[config.mk]
export PLATFORM = sky130hd
export DESIGN_NAME = dual_mode_serial
export DESIGN_NICKNAME = d
export VERILOG_FILES = /design/src/design/serial_pkg.sv /design/src/design/baud_tick_if.sv /design/src/design/baud_gen.sv /design/src/design/dual_mode_serial.sv
export SDC_FILE = /design/constraint.sdc
export NUM_CORES = 1
export LEC_CHECK = 0
export BUFFER_PORTS_ARGS = -buffer_cell sky130_fd_sc_hd__buf_2
export CELL_PAD_IN_SITES_DETAIL_PLACEMENT = 0
export CELL_PAD_IN_SITES_GLOBAL_PLACEMENT = 1
export CORE_MARGIN = 2
export CORE_UTILIZATION = 40
export CTS_BUF_LIST = sky130_fd_sc_hd__clkbuf_4 sky130_fd_sc_hd__clkbuf_8
export DETAILED_ROUTE_END_ITERATION = 12
export PLACE_DENSITY_LB_ADDON = 0.1
export SKIP_LAST_GASP = 1
export SLEW_MARGIN = 25
export SYNTH_ARGS = -nofsm -noshare
export SYNTH_HDL_FRONTEND = slang
export SYNTH_HIERARCHICAL = 1
export SYNTH_SLANG_ARGS = --single-unit
[constraint.sdc]
create_clock -name clk_sys -period 3.17 [get_ports clk_sys]
set_clock_uncertainty 0.1 [all_clocks]
set_input_delay 0.317 -clock clk_sys [delete_from_list [all_inputs] [get_ports clk_sys]]
set_output_delay 0.317 -clock clk_sys [all_outputs]
set_load 0.01 [all_outputs]
[src/design/serial_pkg.sv]
package serial_pkg;
    // Register byte addresses
    localparam logic [15:0] ADDR_ASYNC = 16'hff70;
    localparam logic [15:0] ADDR_ERR = 16'hff71;
    localparam logic [15:0] ADDR_SYNC = 16'hff72;
    localparam logic [15:0] ADDR_BAUD = 16'hff73;
    localparam logic [15:0] ADDR_DATA = 16'hff74;
    // Reset value and writable-bit masks
    localparam logic [7:0] REG_RESET = 8'h00;
    localparam logic [7:0] ASYNC_MASK = 8'hfc;
    localparam logic [7:0] SYNC_MASK = 8'hcf;
    localparam logic [7:0] BAUD_MASK = 8'hf0;
    // Async mode bits
    localparam int TXE_BIT = 7;
    localparam int RXE_BIT = 6;
    localparam int PAR_HI = 5;
    localparam int PAR_LO = 4;
    localparam int CLEN_BIT = 3;
    localparam int STOP_BIT = 2;
    // Sync mode bits
    localparam int CSI_EN_BIT = 7;
    localparam int SSEL_BIT = 6;
    localparam int PHASE_BIT = 3;
    localparam int ORDER_BIT = 2;
    localparam int CSRC_BIT = 1;
    localparam int CPOL_BIT = 0;
    // Baud control source field
    localparam int SRC_HI = 7;
    localparam int SRC_LO = 4;
    localparam logic [3:0] SRC_EXT = 4'h8;
    localparam logic [3:0] SRC_MAX_DIV = 4'h7;
    // Parity encodings
    localparam logic [1:0] PAR_NONE = 2'h0;
    localparam logic [1:0] PAR_ZERO = 2'h1;
    localparam logic [1:0] PAR_ODD = 2'h2;
    // Frame sizes, oversampling phases
    localparam logic [3:0] LEN7 = 4'h7;
    localparam logic [3:0] LEN8 = 4'h8;
    localparam logic [3:0] ONE_BIT = 4'h1;
    localparam logic [3:0] TWO_BITS = 4'h2;
    localparam logic [3:0] OVS_MID = 4'h7;
    localparam logic [3:0] OVS_LAST = 4'hf;
    localparam logic [3:0] CSI_BITS = 4'h8;
    // Transmitter states
    typedef enum logic {
        TX_IDLE = 1'b0,
        TX_SEND = 1'b1
    } tx_state_t;
    // Receiver states
    typedef enum logic [1:0] {
        RX_IDLE = 2'b00,
        RX_START = 2'b01,
        RX_DATA = 2'b10,
        RX_STOP = 2'b11
    } rx_state_t;
endpackage

[src/design/baud_tick_if.sv]
interface baud_tick_if;
    logic [3:0] srcSel; // Source field of baud control
    logic extPin; // External baud clock level
    logic tick; // One pulse per source period
    modport gen (input srcSel, input extPin, output tick);
    modport user (output srcSel, output extPin, input tick);
endinterface

[src/design/baud_gen.sv]
module baud_gen (
    // Clock and reset
    input wire logic clk_sys,
    input wire logic rstn,
    // Rate control and tick
    baud_tick_if.gen bt
);
    // Whole state of the divider
    typedef struct packed {
        logic [7:0] cnt; // Free prescaler
        logic extPrev; // Last external level
        logic tick; // Registered tick
    } gen_state_t;

    gen_state_t q, d;
    logic [8:0] span; // Period minus one, per code

    assign bt.tick = q.tick;

    // Next-state: divide by 2^(n+1) or count pin edges
    always_comb begin
        d = q;
        span = (9'h002 << bt.srcSel[2:0]) - 9'h001;
        d.cnt = q.cnt + 8'h01;
        d.extPrev = bt.extPin;
        d.tick = 1'b0;
        if (bt.srcSel == serial_pkg::SRC_EXT) begin
            // Every pin rise is one 16x tick, so bit = pin/16
            d.tick = bt.extPin && !q.extPrev;
        end else if (bt.srcSel <= serial_pkg::SRC_MAX_DIV) begin
            // Tick at fx/2^(n+1); toggling on it gives fx/2^(n+2)
            d.tick = (q.cnt & span[7:0]) == span[7:0];
        end
        // Prohibited codes give no tick at all
    end

    // State register
    always_ff @(posedge clk_sys) begin
        if (!rstn) begin
            q <= '0;
        end else begin
            q <= d;
        end
    end
endmodule

[src/design/dual_mode_serial.sv]
// Functional notes
// External baud pin divided by sixteen
// Source code 80h selects external pin
// Internal 3-wire clock is fx/2^(n+1); the generated clock here is fx/2^(n+2)
// Baud control unneeded with external clock
// Three modes: stopped, async, 3-wire
// Stopped mode: no transfer, pins released
// Stopped when all three enables zero
// Sync bit 7 enables 3-wire mode
// Async start plus character, full duplex
// 31.25 kbps rate, 500 kHz pin
// Sync register zero during async use
// Select pin gates 3-wire when used
// Data phase edge and first bit order
// Bit 1 picks external or generated clock
// Bit 0 sets clock idle level
// Reserved mode bits kept zero
// Halt transfers before changing mode
// Parity none, zero, odd, even
// Seven/eight data bits, one/two stops
// Receiver checks a single stop bit
// Source field divides fx or picks pin
// Overrun when unread buffer is overwritten
// Sixteen-times clock, mid-bit sampling
// Async line idles high, start low
module dual_mode_serial (
    // Clock and reset
    input wire logic clk_sys,
    input wire logic rstn,
    // Register port
    input wire logic [15:0] regAddr,
    input wire logic regWr,
    input wire logic [7:0] regWrData,
    input wire logic regRd,
    output logic [7:0] regRdData,
    // Link pins
    input wire logic extBaudClockPin,
    input wire logic serialClockPinIn,
    output logic serialClockPinOut,
    output logic serialClockPinOe,
    input wire logic serialInPin,
    output logic serialOutPin,
    output logic serialOutOe,
    input wire logic slaveSelectPin
);
    // Whole state of the block
    typedef struct packed {
        logic [7:0] asim; // Async mode control
        logic [7:0] csim; // Sync mode control
        logic [7:0] brgc; // Baud generator control
        logic [7:0] rxBuf; // Receive buffer
        logic [7:0] rdData; // Read answer
        logic rxFull; // Unread character held
        logic pe; // Parity error
        logic fe; // Framing error
        logic ove; // Overrun error
        serial_pkg::tx_state_t txSt;
        logic [11:0] txSh; // Outgoing frame, LSB first
        logic [3:0] txBits; // Frame bits left
        logic [3:0] txPh; // 16x phase
        serial_pkg::rx_state_t rxSt;
        logic [3:0] rxPh; // 16x phase
        logic [3:0] rxCnt; // Data+parity bits left
        logic [8:0] rxSh; // Incoming bits
        logic csiBusy; // 3-wire transfer running
        logic [3:0] csiCnt; // Bits left to sample
        logic [7:0] csiSh; // 3-wire shifter
        logic csiOut; // Bit on the output
        logic sckLvl; // Generated clock level
        logic sckPrev; // Last external clock
        logic serOut;
        logic serOe;
        logic sckOut;
        logic sckOe;
    } state_t;

    state_t q, d;
    baud_tick_if bt ();

    // Decoded modes and helpers
    logic uartOn, csiOn, ssOk, len8, tick;
    logic [1:0] par;
    logic [7:0] dBits, rxData;
    logic pBit, rxPar, oldLvl, newLvl;
    logic rise, fall, smpEdge, shfEdge;
    logic [8:0] rxAll;
    logic [3:0] nData;
    logic rxDone, csiDone;

    assign bt.srcSel = q.brgc[serial_pkg::SRC_HI:serial_pkg::SRC_LO];
    assign bt.extPin = extBaudClockPin;
    assign tick = bt.tick;

    // Rate tick: fx/2^(n+1) or pin edges
    baud_gen u_baud (
        .clk_sys(clk_sys),
        .rstn(rstn),
        .bt(bt)
    );

    // Outputs straight from the state register
    assign regRdData = q.rdData;
    assign serialOutPin = q.serOut;
    assign serialOutOe = q.serOe;
    assign serialClockPinOut = q.sckOut;
    assign serialClockPinOe = q.sckOe;

    // Next-state logic
    always_comb begin
        d = q;
        rxDone = 1'b0;
        csiDone = 1'b0;
        // 3-wire wins over async; all off means stopped
        csiOn = q.csim[serial_pkg::CSI_EN_BIT];
        uartOn = !csiOn && (q.asim[serial_pkg::TXE_BIT]
            || q.asim[serial_pkg::RXE_BIT]);
        // Select pin only gates when its use is on
        ssOk = !q.csim[serial_pkg::SSEL_BIT] || !slaveSelectPin;
        len8 = q.asim[serial_pkg::CLEN_BIT];
        par = q.asim[serial_pkg::PAR_HI:serial_pkg::PAR_LO];
        nData = (len8 ? serial_pkg::LEN8 : serial_pkg::LEN7)
            + {3'h0, par != serial_pkg::PAR_NONE};
        dBits = len8 ? regWrData : {1'b0, regWrData[6:0]};
        // Parity of outgoing data
        if (par == serial_pkg::PAR_ZERO) begin
            pBit = 1'b0;
        end else if (par == serial_pkg::PAR_ODD) begin
            pBit = ~^dBits;
        end else begin
            pBit = ^dBits;
        end
        rxAll = q.rxSh >> (4'h9 - nData);
        rxData = len8 ? rxAll[7:0] : {1'b0, rxAll[6:0]};
        rxPar = len8 ? rxAll[8] : rxAll[7];

        // Register reads; buffer read frees it
        if (regRd) begin
            case (regAddr)
                serial_pkg::ADDR_ASYNC: d.rdData = q.asim;
                serial_pkg::ADDR_ERR: d.rdData = {5'h00, q.pe, q.fe, q.ove};
                serial_pkg::ADDR_SYNC: d.rdData = q.csim;
                serial_pkg::ADDR_BAUD: d.rdData = q.brgc;
                serial_pkg::ADDR_DATA: begin
                    d.rdData = q.rxBuf;
                    d.rxFull = 1'b0;
                    d.ove = 1'b0;
                end
                default: d.rdData = serial_pkg::REG_RESET;
            endcase
        end

        // Register writes; reserved bits held at zero
        if (regWr) begin
            case (regAddr)
                serial_pkg::ADDR_ASYNC: begin
                    d.asim = regWrData & serial_pkg::ASYNC_MASK;
                end
                serial_pkg::ADDR_SYNC: begin
                    d.csim = regWrData & serial_pkg::SYNC_MASK;
                end
                serial_pkg::ADDR_BAUD: begin
                    d.brgc = regWrData & serial_pkg::BAUD_MASK;
                end
                default: begin
                end
            endcase
        end

        // Transmit load: start low, data, parity, stops high
        if (regWr && regAddr == serial_pkg::ADDR_DATA && uartOn
                && q.asim[serial_pkg::TXE_BIT] && q.txSt == serial_pkg::TX_IDLE)
        begin
            d.txSh = '1;
            d.txSh[8:0] = {dBits, 1'b0};
            // 7-bit frames: the slot after the data is the first stop, or the parity bit
            if (!len8) begin
                d.txSh[serial_pkg::LEN8] = 1'b1;
            end
            if (par != serial_pkg::PAR_NONE) begin
                d.txSh[nData] = pBit;
            end
            // Stop count from its length bit
            d.txBits = ONE_OR_TWO(q.asim[serial_pkg::STOP_BIT])
                + nData + serial_pkg::ONE_BIT;
            d.txPh = '0;
            d.txSt = serial_pkg::TX_SEND;
        end else if (q.txSt == serial_pkg::TX_SEND && tick) begin
            // Sixteen ticks per bit
            d.txPh = q.txPh + 4'h1;
            if (q.txPh == serial_pkg::OVS_LAST) begin
                d.txSh = {1'b1, q.txSh[11:1]};
                d.txBits = q.txBits - 4'h1;
                if (q.txBits == serial_pkg::ONE_BIT) begin
                    d.txSt = serial_pkg::TX_IDLE;
                end
            end
        end
        if (!uartOn || !q.asim[serial_pkg::TXE_BIT]) begin
            d.txSt = serial_pkg::TX_IDLE;
        end

        // Receiver: find start edge, sample mid-bit
        if (!uartOn || !q.asim[serial_pkg::RXE_BIT]) begin
            d.rxSt = serial_pkg::RX_IDLE;
        end else if (tick) begin
            d.rxPh = q.rxPh + 4'h1;
            case (q.rxSt)
                serial_pkg::RX_IDLE: begin
                    d.rxPh = '0;
                    if (!serialInPin) begin
                        d.rxSt = serial_pkg::RX_START;
                    end
                end
                serial_pkg::RX_START: begin
                    if (q.rxPh == serial_pkg::OVS_MID) begin
                        d.rxPh = '0;
                        d.rxCnt = nData;
                        // Glitch shorter than half a bit is dropped
                        d.rxSt = serialInPin ? serial_pkg::RX_IDLE
                            : serial_pkg::RX_DATA;
                    end
                end
                serial_pkg::RX_DATA: begin
                    if (q.rxPh == serial_pkg::OVS_LAST) begin
                        d.rxSh = {serialInPin, q.rxSh[8:1]};
                        d.rxCnt = q.rxCnt - 4'h1;
                        if (q.rxCnt == serial_pkg::ONE_BIT) begin
                            d.rxSt = serial_pkg::RX_STOP;
                        end
                    end
                end
                serial_pkg::RX_STOP: begin
                    // Only the first stop bit is looked at
                    if (q.rxPh == serial_pkg::OVS_LAST) begin
                        rxDone = 1'b1;
                        d.rxSt = serial_pkg::RX_IDLE;
                        d.rxBuf = rxData;
                        d.fe = !serialInPin;
                        // Zero-parity mode never flags
                        d.pe = par[1] && ((^rxData ^ rxPar)
                            != (par == serial_pkg::PAR_ODD));
                    end
                end
                default: d.rxSt = serial_pkg::RX_IDLE;
            endcase
        end

        // 3-wire clock: pin or generator
        oldLvl = q.csim[serial_pkg::CSRC_BIT] ? q.sckLvl : q.sckPrev;
        newLvl = q.csim[serial_pkg::CSRC_BIT]
            ? (q.sckLvl ^ (tick && q.csiBusy && ssOk))
            : serialClockPinIn;
        d.sckPrev = serialClockPinIn;
        d.sckLvl = newLvl;
        rise = newLvl && !oldLvl;
        fall = !newLvl && oldLvl;
        // Phase bit picks the output edge
        shfEdge = q.csim[serial_pkg::PHASE_BIT] ? rise : fall;
        smpEdge = q.csim[serial_pkg::PHASE_BIT] ? fall : rise;

        // 3-wire transfer
        if (!csiOn) begin
            d.csiBusy = 1'b0;
        end else if (regWr && regAddr == serial_pkg::ADDR_DATA
                && !q.csiBusy) begin
            d.csiBusy = 1'b1;
            d.csiSh = regWrData;
            d.csiCnt = serial_pkg::CSI_BITS;
            // First bit from order bit
            d.csiOut = q.csim[serial_pkg::ORDER_BIT] ? regWrData[0]
                : regWrData[7];
        end else if (q.csiBusy && ssOk) begin
            if (smpEdge) begin
                d.csiSh = q.csim[serial_pkg::ORDER_BIT]
                    ? {serialInPin, q.csiSh[7:1]}
                    : {q.csiSh[6:0], serialInPin};
                d.csiCnt = q.csiCnt - 4'h1;
                if (q.csiCnt == serial_pkg::ONE_BIT) begin
                    csiDone = 1'b1;
                    d.csiBusy = 1'b0;
                    d.rxBuf = d.csiSh;
                end
            end else if (shfEdge && q.csiCnt != serial_pkg::CSI_BITS) begin
                d.csiOut = q.csim[serial_pkg::ORDER_BIT] ? q.csiSh[0]
                    : q.csiSh[7];
            end
        end
        // Idle level from polarity bit; the last sample edge still
        // reaches the pin for one cycle
        if (!d.csiBusy && !csiDone) begin
            d.sckLvl = !q.csim[serial_pkg::CPOL_BIT];
        end

        // Completion beats a same-cycle buffer read
        if (rxDone || csiDone) begin
            d.ove = q.rxFull;
            d.rxFull = 1'b1;
        end

        // Pins: released in stopped mode
        d.serOe = uartOn ? q.asim[serial_pkg::TXE_BIT] : (csiOn && ssOk);
        if (uartOn) begin
            d.serOut = (d.txSt == serial_pkg::TX_SEND) ? d.txSh[0] : 1'b1;
        end else begin
            d.serOut = csiOn ? d.csiOut : 1'b1;
        end
        d.sckOe = csiOn && q.csim[serial_pkg::CSRC_BIT];
        d.sckOut = d.sckLvl;
    end

    // One or two stop bits
    function automatic logic [3:0] ONE_OR_TWO(input logic two);
        ONE_OR_TWO = two ? serial_pkg::TWO_BITS : serial_pkg::ONE_BIT;
    endfunction

    // State register, synchronous reset
    always_ff @(posedge clk_sys) begin
        if (!rstn) begin
            q <= '0;
        end else begin
            q <= d;
        end
    end
endmodule

After elaboration in Yosys (flattened, before gate mapping)
Index checks and enable logic that the tools add are counted.
{"block": "totals", "input_bits": 32, "word_cells": 214, "rom_bits": 0, "output_inout_bits": 12, "n_memories": 0, "latch_bits": 0, "ff_bits": 105, "mem_bits_rw": 0}
{"block": "op_classes", "n_mux": 74, "reduce_logical": 63, "n_eq_ne": 25, "addsub": 11, "order_cmp": 3, "multipliers": 0, "shift": 2, "n_div": 0, "bitwise_logic": 6}
{"cell": "2-to-1 mux 8 bit", "count": 12}
{"cell": "== test 16 bit, second input constant", "count": 5}
{"cell": "2-to-1 mux 21 bit", "count": 2}
{"cell": "2-to-1 mux 1 bit", "count": 40}
{"cell": "one-hot mux 8 bit (5 select lines)", "count": 1}
{"cell": "2-to-1 mux 14 bit", "count": 2}
{"cell": "2-to-1 mux 13 bit", "count": 2}
{"cell": "logical AND 1 bit", "count": 19}
{"cell": "2-to-1 mux 17 bit", "count": 1}
{"cell": "one-hot mux 4 bit (2 select lines)", "count": 2}
{"cell": "nonzero test 2 bit", "count": 8}
{"cell": "parity 8 bit", "count": 2}
{"cell": "logical NOT 1 bit", "count": 14}
{"cell": "adder 4 x 1 -> 4 bit, second input constant", "count": 3}
{"cell": "bitwise mux 12 bit", "count": 1}
{"cell": "== test 4 x 1 -> 1 bit, second input constant", "count": 3}
{"cell": "== test 4 bit, second input constant", "count": 3}
{"cell": "2-to-1 mux 12 bit", "count": 1}
{"cell": "2-to-1 mux 2 bit", "count": 6}
{"cell": "AND reduction 2 bit", "count": 6}
{"cell": "subtractor 4 x 1 -> 4 bit, second input constant", "count": 3}
{"cell": "2-to-1 mux 10 bit", "count": 1}
{"cell": "!= test 2 bit, second input constant", "count": 5}
{"cell": "right shift 9 x 4 -> 9 bit", "count": 1}
{"cell": "29 further kinds", "count": 41}

Longest topological paths before layout
{"block": "depth", "word_depth": 17, "depth_mapped": 13, "mapped_depth_nobuf": 10}

Modules after synthesis
The synthesis kept the hierarchy.
{"module": "dual_mode_serial", "area_each_um2": 5283.8, "instances": 1, "seq_area_each_um2": 1901.8, "cells_each": 615}
{"module": "baud_gen", "area_each_um2": 541.8, "instances": 1, "seq_area_each_um2": 200.2, "cells_each": 58}

Least setup slack after synthesis
Ideal clock, no wire load.
{"block": "synth_timing", "path_kind": "reg2reg", "from": "register q, in the netlist par[0]", "to": "register q[62] (netlist bit)", "t_required_ns": 2.948, "arrival_time_ns": 2.717, "period_less_slack_ns": 2.939, "stages_incl_launch_ff": 12, "setup_time_ns": 0.122, "path_buffers": 1, "slack_ns": 0.231, "path_cell_list": "dfxtp_1 -> buf_2 -> nor2_1 -> inv_1 -> ha_1 -> mux2i_2 -> mux2_4 -> mux2i_1 -> nor3_1 -> or3_4 -> and4_1 -> a311o_1"}
{"block": "synth_between", "elab_chain_cells": 9, "elab_cells_between_ends": 11, "classes_between": "add/sub: 2; eq/ne: 2; shift: 1; mux: 2; bitwise: 1; reduce/logical: 3"}
{"item": "from (decl)", "line_no": "dual_mode_serial.sv:77", "text": "state_t q, d;"}
{"item": "from (signal assigned)", "line_no": "dual_mode_serial.sv:319", "text": "q <= '0;"}
{"item": "from (signal assigned)", "line_no": "dual_mode_serial.sv:321", "text": "q <= d;"}
{"item": "nonzero test 2 bit", "line_no": "dual_mode_serial.sv:122", "text": "+ {3'h0, par != serial_pkg::PAR_NONE};"}
{"item": "adder 4 x 1 -> 4 bit", "line_no": "dual_mode_serial.sv:122"}
{"item": "subtractor 4 bit", "line_no": "dual_mode_serial.sv:132", "text": "rxAll = q.rxSh >> (4'h9 - nData);"}
{"item": "right shift 9 x 4 -> 9 bit", "line_no": "dual_mode_serial.sv:132"}
{"item": "2-to-1 mux 8 bit", "line_no": "dual_mode_serial.sv:133", "text": "rxData = len8 ? rxAll[7:0] : {1'b0, rxAll[6:0]};"}
{"item": "parity 8 bit", "line_no": "dual_mode_serial.sv:240", "text": "d.pe = par[1] && ((^rxData ^ rxPar)"}
{"item": "XOR 1 bit", "line_no": "dual_mode_serial.sv:240"}
{"item": "!= test 1 bit (*)", "line_no": "dual_mode_serial.sv:241", "text": "!= (par == serial_pkg::PAR_ODD));"}
{"item": "logical AND 1 bit (*)", "line_no": "dual_mode_serial.sv:240"}
Every way passes the cells marked *; elsewhere a longest branch is shown, timed or not.
A chain may end at the register's enable or synchronous reset.

Final worst setup path
{"block": "layout_timing", "from": "register q, in the netlist par[1]", "to": "register q[62] (netlist bit)"}
{"block": "layout_between", "elab_chain_cells": 9, "elab_cells_between_ends": 11, "classes_between": "add/sub: 2; eq/ne: 2; shift: 1; mux: 2; bitwise: 1; reduce/logical: 3"}
{"item": "nonzero test 2 bit", "line_no": "dual_mode_serial.sv:122"}
{"item": "adder 4 x 1 -> 4 bit", "line_no": "dual_mode_serial.sv:122"}
{"item": "subtractor 4 bit", "line_no": "dual_mode_serial.sv:132"}
{"item": "right shift 9 x 4 -> 9 bit", "line_no": "dual_mode_serial.sv:132"}
{"item": "2-to-1 mux 8 bit", "line_no": "dual_mode_serial.sv:133"}
{"item": "parity 8 bit", "line_no": "dual_mode_serial.sv:240"}
{"item": "XOR 1 bit", "line_no": "dual_mode_serial.sv:240"}
{"item": "!= test 1 bit", "line_no": "dual_mode_serial.sv:241"}
{"item": "logical AND 1 bit (*)", "line_no": "dual_mode_serial.sv:240"}
Marks and branches as above.

==> flow_summary.json <==
{
  "start_util_pct": 40.54,
  "synth_nets": 720,
  "synth_ff_type": "dfxtp_1",
  "critPathBufInv": 1,
  "rr_worst_depth": 10,
  "cts_hold_buf": 0,
  "gp_congestion": 0.7968,
  "htree_num_levels": 3,
  "worst_skew_pair.late_latency_ns": 0.39,
  "firstDrtPassIters": 5,
  "holdWs_ns": 0.03486,
  "cts_tree": "built",
  "path_class": "register to register",
  "die_w_um": 124.7,
  "worstPathRequired_ns": 3.36,
  "rsz0062_at_grt": "false",
  "cap_viol_max_count": 0,
  "crit_arrival_ns": 3.21,
  "synth_compound_area_share_pct": 20.92,
  "synth_cell_types": 74,
  "fp.coreArea_mm2": 0.01437,
  "hold_path_end": "q[4]",
  "drtAntennaViolNets": 0,
  "yosys.area_share.adder_pct": 3.351,
  "r2r_end": "q[62]",
  "port_buffers": 43,
  "p_leak_uw": 0.002567,
  "setup_tns_ns": 0,
  "fp-row-count": 44,
  "synth_xor_area_share_pct": 4.811,
  "synthSimpleGateAreaFrac_pct": 19.93,
  "wl_per_cell_um": 16.91,
  "syn_area_mm2": 0.005826,
  "cts_buffers": 9,
  "period_needed_ns": 3.024,
  "slew_violations": 0,
  "period_share_pct": 95.39,
  "clock_sinks": 105,
  "clkTransAtPathRegs_ns": 0.10,
  "finalSetupViolations": 0,
  "r2r_start": "par[1]",
  "syn_inst": 673,
  "r2r_setup_slack_ns": 0.15,
  "cpPeakStageDelay_ns": 0.40,
  "worst_setup_path_start_kind": "register",
  "worst_pin_slew_ns": 0.8520,
  "maxSlewHeadroom_pct": 43.20,
  "fmax_ghz": 0.3307,
  "min_from": "serialClockPinIn",
  "areaGrowthSynthToFinish_pct": 9.772,
  "cp_cell_sequence": "nor2_2 > inv_1 > ha_1 > mux2i_4 > mux2_4 > mux2i_1 > nor3_1 > or3_4 > and4_1 > a311o_1",
  "crit_path_top_delay_cell": "or3_4",
  "path_max_fanout": 6,
  "hold_path.class": "input port to register",
  "hold_viol": 0,
  "grt_max_degree": 39,
  "crit_family": "simple AND/OR/NAND/NOR gates",
  "ir_drop_mv": 0.1944,
  "die_h_um": 124.7,
  "finalWirelength_mm": 15.00,
  "grt.overflow.total": 0,
  "grt_pass1_vias": 4660,
  "setup.worst_path.end_class": "register",
  "ys_seq_area_share_pct": 36.08,
  "cts_setup_buffers": 0,
  "drc": 0,
  "clockBufferDepth": 2,
  "synth_edf_count": 0,
  "dpl.hpwl_mm": 11.09,
  "finalNetCount": 745,
  "syn_area_per_cell_um2": 8.656,
  "synthMuxAreaShare_pct": 9.622,
  "synth-seq-cells": 105,
  "drtIter0Drc": 296,
  "viasPerCell": 5.537,
  "power_density_mw_per_mm2": 373.1,
  "status": "complete, no violations",
  "vias": 4911,
  "ios": 44,
  "async_reset_ff_share_pct": 0,
  "p_total_uw": 2386,
  "diodes": 0,
  "whs_path_depth": 2,
  "cts_resized": 0,
  "synth_top_family_by_area": "compound AO/OA/AOI/OAI gates",
  "n_fill_cell": 1431,
  "fp.dieArea_mm2": 0.01555,
  "root_buffer": "clkbuf_8",
  "antenna_found_initial": 0,
  "grtUsageTotal_pct": 19.76,
  "yosysWarnings": 6,
  "drive_above_1_share_pct": 16.07,
  "grt_pass1_wl_mm": 24.70
}
## placed cells by master, fill, tap and decap left out, types with 19 or more instances in the layout
master / Yosys / routed
a21oi_1: 49 / 49
inv_1: 19 / 19
and2_1: 19 / 19
buf_2: 6 / 43
xnor2_1: 23 / 23
o21ai_0: 20 / 19
nand2_1: 68 / 68
nand3_1: 23 / 23
nor2_1: 72 / 71
mux2i_1: 37 / 36
dfxtp_1: 105 / 104
## sequential cells by signal (all words and copies together), names as in the netlist, named ones only
signal / flops
serialClockPinOut: 1
u_baud/q: 9
csiOn: 1
serialClockPinOe: 1
bt.srcSel: 4
q: 74
serialOutOe: 1
serialOutPin: 1
len8: 1
u_baud/bt.tick: 1
par: 2
regRdData: 8
## worst max path at each step
stage / from / end / slack [ns] / cells after the start
6_report: par[1] / q[62] / 0.15 / 10
5_1_grt: par[1] / q[62] / 0.001 / 10
4_1_cts: par[1] / q[62] / 0.02 / 11
3_5_place_dp: par[1] / q[62] / 0.04 / 11
3_3_place_gp: par[1] / q[62] / 0.18 / 11
2_1_floorplan: par[0] / q[62] / 0.23 / 11
## cell families after synthesis
logic type,count (synthesis)
AND/OR/NAND/NOR,239
AO/OA/AOI/OAI,167
flip-flops,105
buffers and inverters,63
multiplexers,52
XOR/XNOR,32
adder cells (fa/ha/maj),15
## cell usage after synthesis (5+ instances only)
cell type	instances	area [µm²]
a22oi_1	14	105.1
dfxtp_1	105	2102
o221a_2	8	90.09
and3_1	7	43.79
nor3_1	5	25.02
nand2b_1	9	56.30
nand2_1	68	255.2
nand3_1	23	115.1
nor2b_1	5	31.28
mux2i_1	37	370.4
a31oi_1	5	31.28
clkbuf_1	21	78.83
o211ai_1	5	37.54
nor2_1	72	270.3
and2_1	19	118.9
buf_4	8	60.06
o21ai_0	20	100.1
a21oi_1	49	245.2
xor2_1	9	78.83
nand4_1	8	50.05
o21a_1	13	97.59
ha_1	14	175.2
buf_2	6	30.03
mux2_2	10	112.6
o211a_1	8	80.08
inv_1	19	71.32
xnor2_1	23	201.4
## cell type report
| cell class | count | area, µm² | area share (%) |
|---|---|---|---|
| repair buffers | 56 | 312.8 | 4.891 |
| flip-flops and latches | 105 | 2103 | 32.89 |
| inverters | 21 | 78.83 | 1.233 |
| clock buffers | 13 | 172.7 | 2.700 |
| multi-input cells | 505 | 3450 | 53.94 |
| clock inverters | 3 | 47.55 | 0.7435 |
| well taps | 184 | 230.2 | 3.600 |
## stage by stage
step / utilization, % / worst slack (ns) / std cells / instance area [µm²]
final: 44.51 / 0.1461 / 887 / 6395
after global placement: 42.77 / 0.1833 / 871 / 6146
after floorplan: - / 0.2306 / 673 / 5826
after global routing: 44.51 / 0.0009623 / 887 / 6395
after detailed placement: 42.77 / 0.04499 / 871 / 6146
after CTS: 44.31 / 0.01939 / 887 / 6366
## report_power, final
group / internal, µW / leakage (µW) / switching, µW
Combinational: 50.7 / 0.00161 / 77.8
Clock: 442 / 0.000113 / 481
Sequential: 1330 / 0.000848 / 8.24
Total: 1820 / 0.00257 / 567
## layer usage
metal | vias up | track usage (%) | part of all wire, %
met2 | 91 | 31.82 | 46
met3 | 10 | 4.296 | 4.4
met5 | - | 0 | 0
met4 | 0 | 4.362 | 0.93
met1 | 2348 | 27.18 | 48
li1 | 2462 | - | -
Power figures use the tool's default switching activity.
